## src/inc/fep_defs.svh

```systemverilog
`ifndef FEP_DEFS_SVH
`define FEP_DEFS_SVH

// Register indices; byte address is four times the index
`define FEP_IDX_FLASH_CFG   4'h4
`define FEP_IDX_ERR_CFG     4'h5
`define FEP_IDX_MAIN_STAT   4'h6
`define FEP_IDX_ERR_STAT    4'h7
`define FEP_IDX_PROT        4'h8

// Error status and error config field positions
`define FEP_BIT_SFAULT      0
`define FEP_BIT_DFAULT      1
// Flash config field position
`define FEP_BIT_IGN_SF      0
// Main status field position
`define FEP_BIT_PVIOL       4

// Protection register field positions
`define FEP_BIT_POL         7
`define FEP_BIT_RSV_NV      6
`define FEP_BIT_HDIS        5
`define FEP_BIT_HS_HI       4
`define FEP_BIT_HS_LO       3
`define FEP_BIT_LDIS        2
`define FEP_BIT_LS_HI       1
`define FEP_BIT_LS_LO       0

// Reset values
`define FEP_RST_PROT        8'h7f
`define FEP_RST_ERR_STAT    2'h0
`define FEP_RST_CFG         2'h0
`define FEP_FULL_PROT       8'h7f

// Address map of the protected array
`define FEP_PF_BASE         23'h7c_0000
`define FEP_PF_TOP          23'h7f_ffff
`define FEP_HI_MIN_SIZE     23'h00_0800
`define FEP_LO_BASE         23'h7f_8000
`define FEP_LO_MIN_SIZE     23'h00_0400

// Allowed target scenarios, one mask per source scenario
`define FEP_ALLOW_TABLE     64'hff_5a_3c_18_08_0c_0a_0f

`endif

```

## src/inc/fep_pkg.sv

```systemverilog
package fep_pkg;

  // Protection load sequence after reset
  typedef enum logic [0:0] {
    FEP_ST_LOAD = 1'b0,
    FEP_ST_RUN  = 1'b1
  } fep_state_t;

  // Scenario index {polarity, high disable, low disable}
  typedef logic [2:0] fep_scen_t;

endpackage : fep_pkg

```

## src/hw/fep_range_check.sv

```systemverilog
`timescale 1ns/1ps
`include "fep_defs.svh"

// Decodes whether an address or any sector of the array is protected
module fep_range_check
  import fep_pkg::*;
(
  input  wire logic [7:0]  prot_i,
  input  wire logic [22:0] addr_i,
  output logic             addr_prot_o,
  output logic             block_prot_o
);

  logic [22:0] hi_start;  // First address of high range
  logic [22:0] lo_end;    // First address past low range
  logic        in_pf;     // Address inside the protected array
  logic        in_hi;     // Address inside high range
  logic        in_lo;     // Address inside low range
  logic        hit;       // Address inside an enabled range

  // Range bounds from size codes
  always_comb begin
    // high range sizes
    hi_start = `FEP_PF_TOP - ((`FEP_HI_MIN_SIZE << prot_i[`FEP_BIT_HS_HI:`FEP_BIT_HS_LO]) - 23'h1);
    // low range sizes
    lo_end   = `FEP_LO_BASE + (`FEP_LO_MIN_SIZE << prot_i[`FEP_BIT_LS_HI:`FEP_BIT_LS_LO]);
  end

  // Range membership and polarity
  always_comb begin
    in_pf = (addr_i >= `FEP_PF_BASE);
    in_hi = (addr_i >= hi_start);
    in_lo = (addr_i >= `FEP_LO_BASE) && (addr_i < lo_end);
    hit   = (!prot_i[`FEP_BIT_HDIS] && in_hi) || (!prot_i[`FEP_BIT_LDIS] && in_lo);
    // polarity picks meaning
    // both disabled gives none or full
    if (prot_i[`FEP_BIT_POL]) begin
      addr_prot_o = in_pf && hit;
    end else begin
      addr_prot_o = in_pf && !hit;
    end
  end

  // Any sector of the block protected
  always_comb begin
    // block erase sector test
    if (prot_i[`FEP_BIT_POL]) begin
      block_prot_o = !prot_i[`FEP_BIT_HDIS] || !prot_i[`FEP_BIT_LDIS];
    end else begin
      // Unprotected ranges never cover the whole block
      block_prot_o = 1'b1;
    end
  end

endmodule : fep_range_check

```

## src/hw/fep_top.sv

```systemverilog
// Contract
// Double fault or busy read sets flag
// Double flag clears only on written one
// Single fault sets flag unless ignored
// Single flag clears only on written one
// Reset loads protection from nonvolatile byte
// Load double fault forces full protection
// Protected program/erase refused, violation flagged
// Block erase refused if any protected
// Polarity selects protected or unprotected ranges
// Both disables: none or full protection
// High range top-anchored, 2 to 16K
// Low range base-anchored, 1 to 8K
// High size writable only when disabled
// Low size writable only when disabled
// Disallowed scenario writes ignored, reads active
// Allowed scenario transition table
// Software leaves reserved bit erased
// Scenario index is polarity, hdis, ldis
// Double flag with enable raises interrupt
//
// Register access over Wishbone was left to the implementer.
`timescale 1ns/1ps
`include "fep_defs.svh"

module fep_top
  import fep_pkg::*;
(
  input  wire logic        clk_i,
  input  wire logic        rst_i,
  // Wishbone classic slave
  input  wire logic        cyc_i,
  input  wire logic        stb_i,
  input  wire logic        we_i,
  input  wire logic [7:0]  adr_i,
  input  wire logic [3:0]  sel_i,
  input  wire logic [31:0] dat_i,
  output logic [31:0]      dat_o,
  output logic             ack_o,
  // Array read result events
  input  wire logic        ecc_single_i,
  input  wire logic        ecc_double_i,
  input  wire logic        read_busy_i,
  // Reset-time protection byte fetch
  input  wire logic        nv_load_valid_i,
  input  wire logic        nv_load_dfault_i,
  input  wire logic [7:0]  nv_prot_byte_i,
  // Program or erase request from command logic
  input  wire logic        cmd_req_i,
  input  wire logic        cmd_block_erase_i,
  input  wire logic [22:0] cmd_addr_i,
  output logic             cmd_accept_o,
  output logic             cmd_refuse_o,
  // Status toward neighbours
  output logic [7:0]       program_protect_o,
  output logic             protect_violation_o,
  output logic             load_busy_o,
  output logic             irq_o
);

  fep_state_t  state_reg;             // Load sequence state
  fep_state_t  state_next;            // Next load state
  logic [7:0]  program_protect_reg;   // Active protection byte
  logic [7:0]  prot_wr_next;          // Candidate protection byte
  logic [1:0]  error_status_reg;      // Sticky fault flags
  logic [1:0]  error_config_reg;      // Interrupt enables
  logic        flash_config_reg;      // Ignore single fault
  logic        pviol_reg;             // Protection violation flag
  logic        ack_reg;               // Bus acknowledge
  logic [31:0] dat_reg;               // Read data
  logic        irq_reg;               // Interrupt level
  logic        acc_reg;               // Command accepted pulse
  logic        ref_reg;               // Command refused pulse
  logic        bus_req;               // Request pending
  logic        wr_commit;             // Write takes effect now
  logic [3:0]  bus_idx;               // Word index
  logic        addr_prot;             // Command address protected
  logic        block_prot;            // Any sector protected
  logic        refuse;                // Command must be refused
  logic        single_set;            // Single flag set event
  logic        double_set;            // Double flag set event
  logic [7:0]  rd_byte;               // Read mux result
  logic        load_busy_reg;         // Load pending, registered

  // Word index from byte address
  function automatic logic [3:0] fep_index(input logic [7:0] adr);
    fep_index = adr[5:2];
  endfunction : fep_index

  // Register hit for a given index
  function automatic logic fep_hit(input logic [7:0] adr, input logic [3:0] idx);
    fep_hit = (adr[7:6] == 2'h0) && (fep_index(adr) == idx) && (adr[1:0] == 2'h0);
  endfunction : fep_hit

  // Scenario of a protection byte
  function automatic fep_scen_t fep_scen(input logic [7:0] p);
    // scenario bit order
    fep_scen = {p[`FEP_BIT_POL], p[`FEP_BIT_HDIS], p[`FEP_BIT_LDIS]};
  endfunction : fep_scen

  // Transition permitted from one scenario to another
  // One byte per source scenario; bit n allows target scenario n
  // A constant table keeps the check a single lookup
  function automatic logic fep_allowed(input fep_scen_t from_s, input fep_scen_t to_s);
    logic [63:0] tbl;
    logic [7:0]  row;
    tbl = `FEP_ALLOW_TABLE;
    row = tbl[{from_s, 3'h0} +: 8];
    fep_allowed = row[to_s];
  endfunction : fep_allowed

  assign bus_req   = cyc_i && stb_i;
  assign bus_idx   = fep_index(adr_i);
  // Writes land only at the edge where ack is seen
  // Ack drops in the next cycle, so one request writes once
  assign wr_commit = bus_req && we_i && ack_reg && sel_i[0];

  // Address and block decode
  // Both follow the active byte, so a protection change
  // governs commands from the next cycle on
  fep_range_check u_range (
    .prot_i       (program_protect_reg),
    .addr_i       (cmd_addr_i),
    .addr_prot_o  (addr_prot),
    .block_prot_o (block_prot)
  );

  // Refusal decision for a command
  always_comb begin
    // protected address refused
    // block erase needs clean block
    if (cmd_block_erase_i) begin
      refuse = block_prot;
    end else begin
      refuse = addr_prot;
    end
  end

  // Fault set events
  // A busy-block read counts as both faults; the ignore
  // bit only masks the single flag
  always_comb begin
    // double fault or busy read
    double_set = ecc_double_i || read_busy_i;
    // gated by ignore bit
    single_set = !flash_config_reg && (ecc_single_i || read_busy_i);
  end

  // Load sequence next state
  always_comb begin
    case (state_reg)
      FEP_ST_LOAD: begin
        if (nv_load_valid_i) begin
          state_next = FEP_ST_RUN;
        end else begin
          state_next = FEP_ST_LOAD;
        end
      end
      FEP_ST_RUN: begin
        state_next = FEP_ST_RUN;
      end
      default: begin
        state_next = FEP_ST_LOAD;
      end
    endcase
  end

  // Load sequence state
  always_ff @(posedge clk_i) begin
    if (rst_i) begin
      state_reg <= FEP_ST_LOAD;
    end else begin
      state_reg <= state_next;
    end
  end

  // Load-pending output from its own flop, no decode on the pin
  always_ff @(posedge clk_i) begin
    if (rst_i) begin
      load_busy_reg <= 1'b1;
    end else begin
      // Follows the next state, so it moves with state_reg
      load_busy_reg <= (state_next == FEP_ST_LOAD);
    end
  end

  // Candidate protection byte from a bus write
  // Size fields are gated on the disable bits held now, not on
  // the ones being written, so the write that switches a range
  // off cannot also resize it
  always_comb begin
    prot_wr_next = program_protect_reg;
    prot_wr_next[`FEP_BIT_POL]  = dat_i[`FEP_BIT_POL];
    prot_wr_next[`FEP_BIT_HDIS] = dat_i[`FEP_BIT_HDIS];
    prot_wr_next[`FEP_BIT_LDIS] = dat_i[`FEP_BIT_LDIS];
    // Reserved bit keeps its loaded value
    // high size gated by disable
    if (program_protect_reg[`FEP_BIT_HDIS]) begin
      prot_wr_next[`FEP_BIT_HS_HI:`FEP_BIT_HS_LO] = dat_i[`FEP_BIT_HS_HI:`FEP_BIT_HS_LO];
    end
    // low size gated by disable
    if (program_protect_reg[`FEP_BIT_LDIS]) begin
      prot_wr_next[`FEP_BIT_LS_HI:`FEP_BIT_LS_LO] = dat_i[`FEP_BIT_LS_HI:`FEP_BIT_LS_LO];
    end
  end

  // Protection register
  // Reset holds full protection until the fetch completes
  always_ff @(posedge clk_i) begin
    if (rst_i) begin
      program_protect_reg <= `FEP_RST_PROT;
    end else if (state_reg == FEP_ST_LOAD) begin
      if (nv_load_valid_i) begin
        // corrupt byte gives full protection
        if (nv_load_dfault_i) begin
          program_protect_reg <= `FEP_FULL_PROT;
        end else begin
          // load stored byte
          program_protect_reg <= nv_prot_byte_i;
        end
      end
    end else if (wr_commit && fep_hit(adr_i, `FEP_IDX_PROT)) begin
      // drop disallowed writes
      // transition table check
      if (fep_allowed(fep_scen(program_protect_reg), fep_scen(prot_wr_next))) begin
        program_protect_reg <= prot_wr_next;
      end
    end
  end

  // Error status flags; a set in the clearing cycle wins
  always_ff @(posedge clk_i) begin
    if (rst_i) begin
      error_status_reg <= `FEP_RST_ERR_STAT;
    end else begin
      // clear on written one
      // set has priority
      if (double_set) begin
        error_status_reg[`FEP_BIT_DFAULT] <= 1'b1;
      end else if (wr_commit && fep_hit(adr_i, `FEP_IDX_ERR_STAT) && dat_i[`FEP_BIT_DFAULT]) begin
        error_status_reg[`FEP_BIT_DFAULT] <= 1'b0;
      end
      // clear on written one
      // set has priority
      if (single_set) begin
        error_status_reg[`FEP_BIT_SFAULT] <= 1'b1;
      end else if (wr_commit && fep_hit(adr_i, `FEP_IDX_ERR_STAT) && dat_i[`FEP_BIT_SFAULT]) begin
        error_status_reg[`FEP_BIT_SFAULT] <= 1'b0;
      end
    end
  end

  // Interrupt enables and ignore bit
  always_ff @(posedge clk_i) begin
    if (rst_i) begin
      error_config_reg <= `FEP_RST_CFG;
      flash_config_reg <= 1'b0;
    end else if (wr_commit) begin
      if (fep_hit(adr_i, `FEP_IDX_ERR_CFG)) begin
        error_config_reg <= dat_i[1:0];
      end
      if (fep_hit(adr_i, `FEP_IDX_FLASH_CFG)) begin
        flash_config_reg <= dat_i[`FEP_BIT_IGN_SF];
      end
    end
  end

  // Command check pulses and violation flag
  always_ff @(posedge clk_i) begin
    if (rst_i) begin
      acc_reg   <= 1'b0;
      ref_reg   <= 1'b0;
      pviol_reg <= 1'b0;
    end else begin
      // Commands are refused until the protection byte is loaded
      acc_reg <= cmd_req_i && (state_reg == FEP_ST_RUN) && !refuse;
      ref_reg <= cmd_req_i && ((state_reg != FEP_ST_RUN) || refuse);
      // A refusal during the load is not a violation; protection
      // is not known yet, so the sticky flag is left alone
      // flag a violation
      if (cmd_req_i && (state_reg == FEP_ST_RUN) && refuse) begin
        pviol_reg <= 1'b1;
      end else if (wr_commit && fep_hit(adr_i, `FEP_IDX_MAIN_STAT) && dat_i[`FEP_BIT_PVIOL]) begin
        pviol_reg <= 1'b0;
      end
    end
  end

  // Level interrupt from masked flags
  // One cycle behind the flags; a clear drops it a cycle later
  always_ff @(posedge clk_i) begin
    if (rst_i) begin
      irq_reg <= 1'b0;
    end else begin
      // enabled flags raise the line
      irq_reg <= |(error_status_reg & error_config_reg);
    end
  end

  // Read mux; unmapped words read zero
  // Captured into dat_reg, so the bus never sees it change
  // while ack stands
  always_comb begin
    rd_byte = 8'h00;
    if (fep_hit(adr_i, `FEP_IDX_ERR_STAT)) begin
      rd_byte = {6'h00, error_status_reg};
    end else if (fep_hit(adr_i, `FEP_IDX_PROT)) begin
      // active scenario reads back
      rd_byte = program_protect_reg;
    end else if (fep_hit(adr_i, `FEP_IDX_ERR_CFG)) begin
      rd_byte = {6'h00, error_config_reg};
    end else if (fep_hit(adr_i, `FEP_IDX_FLASH_CFG)) begin
      rd_byte = {7'h00, flash_config_reg};
    end else if (fep_hit(adr_i, `FEP_IDX_MAIN_STAT)) begin
      rd_byte = 8'h00;
      rd_byte[`FEP_BIT_PVIOL] = pviol_reg;
    end
  end

  // Bus answer: one wait state, ack for one cycle
  // Limitation: back-to-back requests need an idle cycle
  always_ff @(posedge clk_i) begin
    if (rst_i) begin
      ack_reg <= 1'b0;
      dat_reg <= 32'h0000_0000;
    end else begin
      ack_reg <= bus_req && !ack_reg;
      if (bus_req && !ack_reg) begin
        dat_reg <= {24'h00_0000, rd_byte};
      end
    end
  end

  // Output drive straight from flops
  assign dat_o               = dat_reg;
  assign ack_o               = ack_reg;
  assign irq_o               = irq_reg;
  assign cmd_accept_o        = acc_reg;
  assign cmd_refuse_o        = ref_reg;
  assign program_protect_o   = program_protect_reg;
  assign protect_violation_o = pviol_reg;
  assign load_busy_o         = load_busy_reg;

endmodule : fep_top

```

## config.mk

```make
export PLATFORM = sky130hd
export DESIGN_NAME = fep_top
export DESIGN_NICKNAME = d
export VERILOG_FILES = /design/src/inc/fep_pkg.sv /design/src/hw/fep_range_check.sv /design/src/hw/fep_top.sv
export VERILOG_INCLUDE_DIRS = /design/src /design/src/inc
export SDC_FILE = /design/constraint.sdc
export NUM_CORES = 1
export LEC_CHECK = 0
export ABC_AREA = 1
export BUFFER_PORTS_ARGS = -buffer_cell sky130_fd_sc_hd__buf_2
export CAP_MARGIN = 20
export CORE_MARGIN = 2
export CORE_UTILIZATION = 40
export CTS_BUF_LIST = sky130_fd_sc_hd__clkbuf_2 sky130_fd_sc_hd__clkbuf_4 sky130_fd_sc_hd__clkbuf_8
export CTS_CLUSTER_SIZE = 20
export DETAILED_ROUTE_END_ITERATION = 12
export PLACE_DENSITY = 0.86
export SYNTH_ARGS = -nofsm -noshare
export SYNTH_HDL_FRONTEND = slang
export SYNTH_SLANG_ARGS = --single-unit
```

## constraint.sdc

```tcl
create_clock -name clk_i -period 2.31 [get_ports clk_i]
set_clock_uncertainty 0.1 [all_clocks]
set_input_delay 0.3465 -clock clk_i [delete_from_list [all_inputs] [get_ports clk_i]]
set_output_delay 0.3465 -clock clk_i [all_outputs]
set_load 0.01 [all_outputs]
```

* After elaboration in Yosys (flattened, before gate mapping)
Index checks and enable logic that the tools add are counted.
** Word-level totals
- Word-level logic and storage cells :: 119
- Register bits after elaboration :: 28
- Input port bits :: 87
** Operators by class
- Reductions and logical operators :: 55
- $lt $le $gt $ge :: 5
- Eq/ne operators :: 9
- Shift operators :: 3
- Multiplexer cells :: 25
- $add $sub $neg :: 3
- Bitwise logic cells :: 3
** Operators by type and width (number)
- $shiftx 64x7->8 const A :: 1
- $mux 8 :: 7
- $ge 23x23->1 const B :: 2
- $logic_and 1x1->1 :: 31
- $add 23x23->23 const A :: 1
- $ge 23x23->1 :: 1
- $lt 23x23->1 :: 1
- $shl 11x2->23 const A :: 1
- $shl 12x2->23 const A :: 1
- $sub 23x1->23 const B :: 1
- $sub 23x23->23 const A :: 1
- $eq 4x3->1 const B :: 4
- $mux 5 :: 3
- $mux 1 :: 11
- $ne 2x1->1 const B :: 4
- $reduce_and 4->1 :: 2
- $reduce_bool 2->1 :: 4
- $logic_not 1->1 :: 6
- $reduce_and 2->1 :: 3
- $logic_or 1x1->1 :: 5
- $eq 4x4->1 const B :: 1
- $logic_not 2->1 :: 2
- $lt 3x4->1 const B :: 1
- $mux 2 :: 2
- 6 further kinds :: 7

* Logic depth before layout (Yosys ltp)
- Word-level depth :: 12
- Depth in mapped cells :: 20

* Cells and area by module
Synthesis repeated with hierarchy kept, for this count alone.
** Unflattened totals
- Cell total of the unflattened synthesis :: 327
- Area total of the unflattened synthesis :: 2184.6 µm²
** By module, submodules not included
- fep_top :: area an instance 1657.8 µm², instances 1, cells an instance 238
- fep_range_check :: area an instance 526.8 µm², instances 1, cells an instance 89

* Worst setup path after synthesis
Ideal clock, no wire load.
- Path type :: register -> register
- Start point :: register program_protect_reg[4] (netlist: program_protect_o[4])
- End point :: register ref_reg (netlist: cmd_refuse_o)
- Path slack :: -24 ps
- Cell stages (with the launch flop) :: 19
- Data arrival time :: 2126 ps
- Buffers on the path :: 0
- Cell sequence :: dfxtp_1 or2_2 ha_1 inv_1 ha_1 nand2_1 nand3_1 nand2_1 nand2_1 nand2_1 nand2_1 a21oi_1 nand2_1 nand2_1 nand3_1 nand3_2 nand3_2 nand2_1 inv_1
** On the way
- Cells in the longest elaborated chain, start to end :: 12
- Elaborated cells on any way between the ends :: 13
- Classes of those cells :: add/sub: 2; order compare: 1; shift: 1; mux: 2; reduce/logical: 7
** Ends and longest elaborated chain
- start, declared :: RTL line fep_top.sv:63 : logic [7:0] program_protect_reg;
- start signal, assigned :: RTL line fep_top.sv:211 : program_protect_reg <= `FEP_RST_PROT;
- start signal, assigned :: RTL line fep_top.sv:216 : program_protect_reg <= `FEP_FULL_PROT;
- start signal, assigned :: RTL line fep_top.sv:219 : program_protect_reg <= nv_prot_byte_i;
- $shl 12x2->23 (no source line) (*)
- $sub 23x1->23 (*) :: RTL line fep_range_check.sv:24 : hi_start = `FEP_PF_TOP - ((`FEP_HI_MIN_SIZE << prot_i[`FEP_BIT_HS_HI:`FEP_BIT_HS_LO]) - 23'h1);
- $sub 23x23->23 (no source line) (*)
- $ge 23x23->1 (*) :: RTL line fep_range_check.sv:32 : in_hi = (addr_i >= hi_start);
- $logic_and 1x1->1 (*) :: RTL line fep_range_check.sv:34 : hit = (!prot_i[`FEP_BIT_HDIS] && in_hi) || (!prot_i[`FEP_BIT_LDIS] && in_lo);
- $logic_or 1x1->1 (*) :: RTL line fep_range_check.sv:34
- $logic_not 1->1 :: RTL line fep_range_check.sv:40 : addr_prot_o = in_pf && !hit;
- $logic_and 1x1->1 :: RTL line fep_range_check.sv:40
- $mux 1 (*) :: RTL line fep_range_check.sv:37 : if (prot_i[`FEP_BIT_POL]) begin
- $mux 1 (*) :: RTL line fep_top.sv:132 : if (cmd_block_erase_i) begin
- $logic_or 1x1->1 (*) :: RTL line fep_top.sv:277 : ref_reg <= cmd_req_i && ((state_reg != FEP_ST_RUN) || refuse);
- $logic_and 1x1->1 (*) :: RTL line fep_top.sv:277
- end signal, assigned :: RTL line fep_top.sv:277
- end, declared :: RTL line fep_top.sv:73 : logic ref_reg;
Every way passes the cells marked *; elsewhere a longest branch is shown, timed or not.
A chain may end at the register's enable or synchronous reset.

* Worst setup path in the final report
- Start point :: register program_protect_reg[3] (netlist: program_protect_o[3])
- End point :: register ref_reg (netlist: cmd_refuse_o)
The elaborated chain is that of the path after synthesis.

==> results.txt <==
Global routing consumed, over all layers together, 18.8% of the routing resources. Using the TritonRoute via totals, the vias-per-cell ratio works out to 4.84. The final layout contains routed wiring with a total length of 5.82 mm.

The final max-slew violation count came to 0. Once the floorplan was initialized, standard cells occupied 41.4% of the core. The fmax is 436 MHz. The number of remaining DRC errors came out at 0. The class of the most critical setup path is flop to flop. The wire length per cell after detailed routing came out at 12.2 µm. Measured on the finished design, the core utilization comes to 52.9%. The maximum vdd ir drop is 0.289 mV. The maximum number of pins on one net before global-route repair is 24.

After global routing the overflow that remains totals 0. The layout net count is 510. The detailed router finished its first iteration with 122 violations. For the worst-skew pair, the clock arrives at the later sink with an insertion delay of 0.28 ns. The count of flip-flops with a built-in enable after synthesis is 0.

The number of global-route vias before repair was 2157. The first detailed-routing pass ran for 4 iterations. The dominant synthesized flop cell is dfxtp_1. The fill cell instance count of the final layout came out at 492. Clock-pin slew was measured on the worst setup and hold paths at 0.10 ns. Setup repair after global routing could not meet its margin everywhere. The cts-stage hold buffer count is 0. The run finished with clean final reports. Routability-driven placement finished with a final weighted congestion of 0.865. The largest fanout on the critical path is 2.

The standard cell core area is 0.00511 mm². Among all stages on the critical path, the largest delay is contributed by dfxtp_2. The clock period minus worst slack came out at 2.29 ns. The signal on the critical path passes through or2_4, ha_4, inv_2, ha_4, nand2_2, nand3_2, nand2_1, nand2_1, nand2_1, nand2_1, a21oi_1, nand2_1, nand2_2, nand3_2, nand3_2, nand3_2, nand2_1, inv_1.

The data arrival time of the critical path came out at 2.38 ns. The cell count after synthesis came out at 320. The count of buffers added on input and output ports is 80. The die area is 0.00589 mm². The total leakage power came out at 0.00140 µW. The synthesized area divided by synthesized cell count is 6.61 µm². The final count of hold timing violations came out at 0.

TritonCTS built the clock tree. The die is 76.7 µm tall. For this block, the via count after detailed routing is 2304. The final critical-path share of the clock period came out at 99.3%.

0 antenna diodes ended up in the layout. The total CTS buffers came out at 3. After synthesis, the share of flip-flops with an asynchronous set or reset is 0%. The power density relative to cell area is 512 mW/mm². The number of setup violations in the final report came out at 0. From synthesis to final layout, the design area changed by 27.7%. The count of max-cap constraint violations is 0. In this run, distinct cell masters in the synthesized netlist total 31. From left edge to right edge, the die measures 76.7 µm. The HPWL reported at the end of detailed placement is 4.53 mm. The post-synthesis cell area is 0.00212 mm². The post-layout instance area is 0.00270 mm². The initial antenna violation count was 0. The cell sitting at the root of the clock tree is a clkbuf_8. The floorplan row count is 26. The worst setup path is launched from a flop.

The worst hold path belongs to the class primary input to flop. The share of synthesized area occupied by flip-flops and latches came out at 26.5%. The tree built by TritonCTS fans out to 28 sinks.

The first-pass GRT wire length came out at 9.24 mm. The proportion of layout cells with a drive suffix above 1 is 30.5%. The H-tree depth came out at 1. For this run, the number of Yosys warnings is 0.

The number of buffers on the longest clock path came out at 2. The delay of the slowest cell on the worst path came out at 0.33 ns. The most numerous cell type found on the critical path is nand2_1. The final antenna-violating net count is 0. The worst endpoint required time is 2.40 ns. STA classifies the critical path endpoint as a flop. After synthesis the netlist holds a flip-flop and latch count of 28. During I/O placement, the number of pins put on the boundary was 133.

The instance area at placement came out at 0.00254 mm².
placed cells by master, fill, tap and decap left out, types with 2 or more instances in the layout:
cell type  Yosys  final
o22ai_1        7      7
conb_1         1     26
nand2_4        0      2
nand2_1       64     59
o21a_1         2      2
inv_1         40     38
nor2_2         6      6
o21ai_1        7      7
buf_4         24      4
nand2_2        2      5
o211ai_1       6      6
ha_1          16     12
dfxtp_2        0      2
nor2_1        28     28
clkbuf_8       0      3
o21bai_1       4      4
o21ai_0        7      7
nand3_2        2      4
nand3_1       20     18
nand4_1        8      8
buf_2          0     80
dfxtp_1       28     26
inv_2          6      8
a21oi_1       23     23
nor3_1         5      5
ha_4           0      4
where the power goes:
part	leakage [µW]	internal [µW]	switching (µW)
combinational	0.00114	188	268
clock	0.0000357	232	160
sequential	0.000229	506	28.0
total	0.00140	927	456
per-layer routing:
metal,wire (µm),up-vias,GRT usage (%)
li1,-,1176,-
met1,2440,1018,22.8
met2,2840,86,33.9
met3,283,24,2.47
met4,257,0,6.73
met5,0,-,0
layout make-up:
cell class | instances | area, µm² | share of cell area [%]
multi-input cells | 242 | 1360 | 50.4
flip-flops and latches | 28 | 563 | 20.8
repair buffers | 85 | 442 | 16.3
inverters | 47 | 176 | 6.53
well taps | 70 | 87.6 | 3.24
clock buffers | 3 | 41.3 | 1.53
clock inverters | 1 | 30.0 | 1.11
critical path: cells and delay by family, from the launching register on:
family	cells	cell delay (ns)
compound gates	1	0.14
fa+ha+maj	2	0.49
buf+inv	2	0.08
flops	1	0.33
simple gates	13	1.06
cell families after synthesis:
group,after synthesis,share of synthesized area [%]
AO/OA/AOI/OAI,60,16.6
adder cells (fa/ha/maj),16,9.46
AND/OR/NAND/NOR,140,29.7
buffers and inverters,75,17.6
other,1,0.177
flip-flops,28,26.5
stage by stage:
stage	power, µW	instances	hold slack, ns	TNS [ns]	setup slack, ns
after floorplan	820	345	0.346	0	0.00601
after global placement	923	472	0.352	-0.150	-0.0789
after detailed placement	939	472	0.355	-0.289	-0.131
after CTS	1340	476	0.216	0	0.00377
after global routing	1460	476	0.240	-0.181	-0.0916
final	1380	476	0.216	0	0.0159
path summary, 6_finish.rpt:
path	startpoint	end	slack, ns	cells past startpoint
setup reg to reg	program_protect_o[3]	cmd_refuse_o	0.02	18
hold / removal	nv_load_valid_i	load_busy_o	0.22	2
setup / recovery	program_protect_o[3]	cmd_refuse_o	0.02	18
hold reg to reg	dat_o[1]	dat_o[1]	0.37	2
repair_timing:
action / 4_1_cts / 5_1_grt
setup endpoints to repair: 3 / 3
buffers inserted: 0 / 0
resized for setup: 4 / 15
pin swaps: 2 / 10
cell usage after synthesis, drive strengths merged, types with 6 or more instances:
| master | count | area share [%] |
|---|---|---|
| nand2 | 66 | 12 |
| nand3 | 22 | 5.7 |
| a21oi | 24 | 5.9 |
| ha | 16 | 9.5 |
| buf | 24 | 8.5 |
| inv | 46 | 8.2 |
| nand4 | 8 | 2.4 |
| o211ai | 6 | 2.1 |
| dfxtp | 28 | 26 |
| o22ai | 7 | 2.1 |
| nor2 | 35 | 7.3 |
| o21ai | 14 | 3.3 |
No activity file was read; power rests on OpenSTA's default activity.
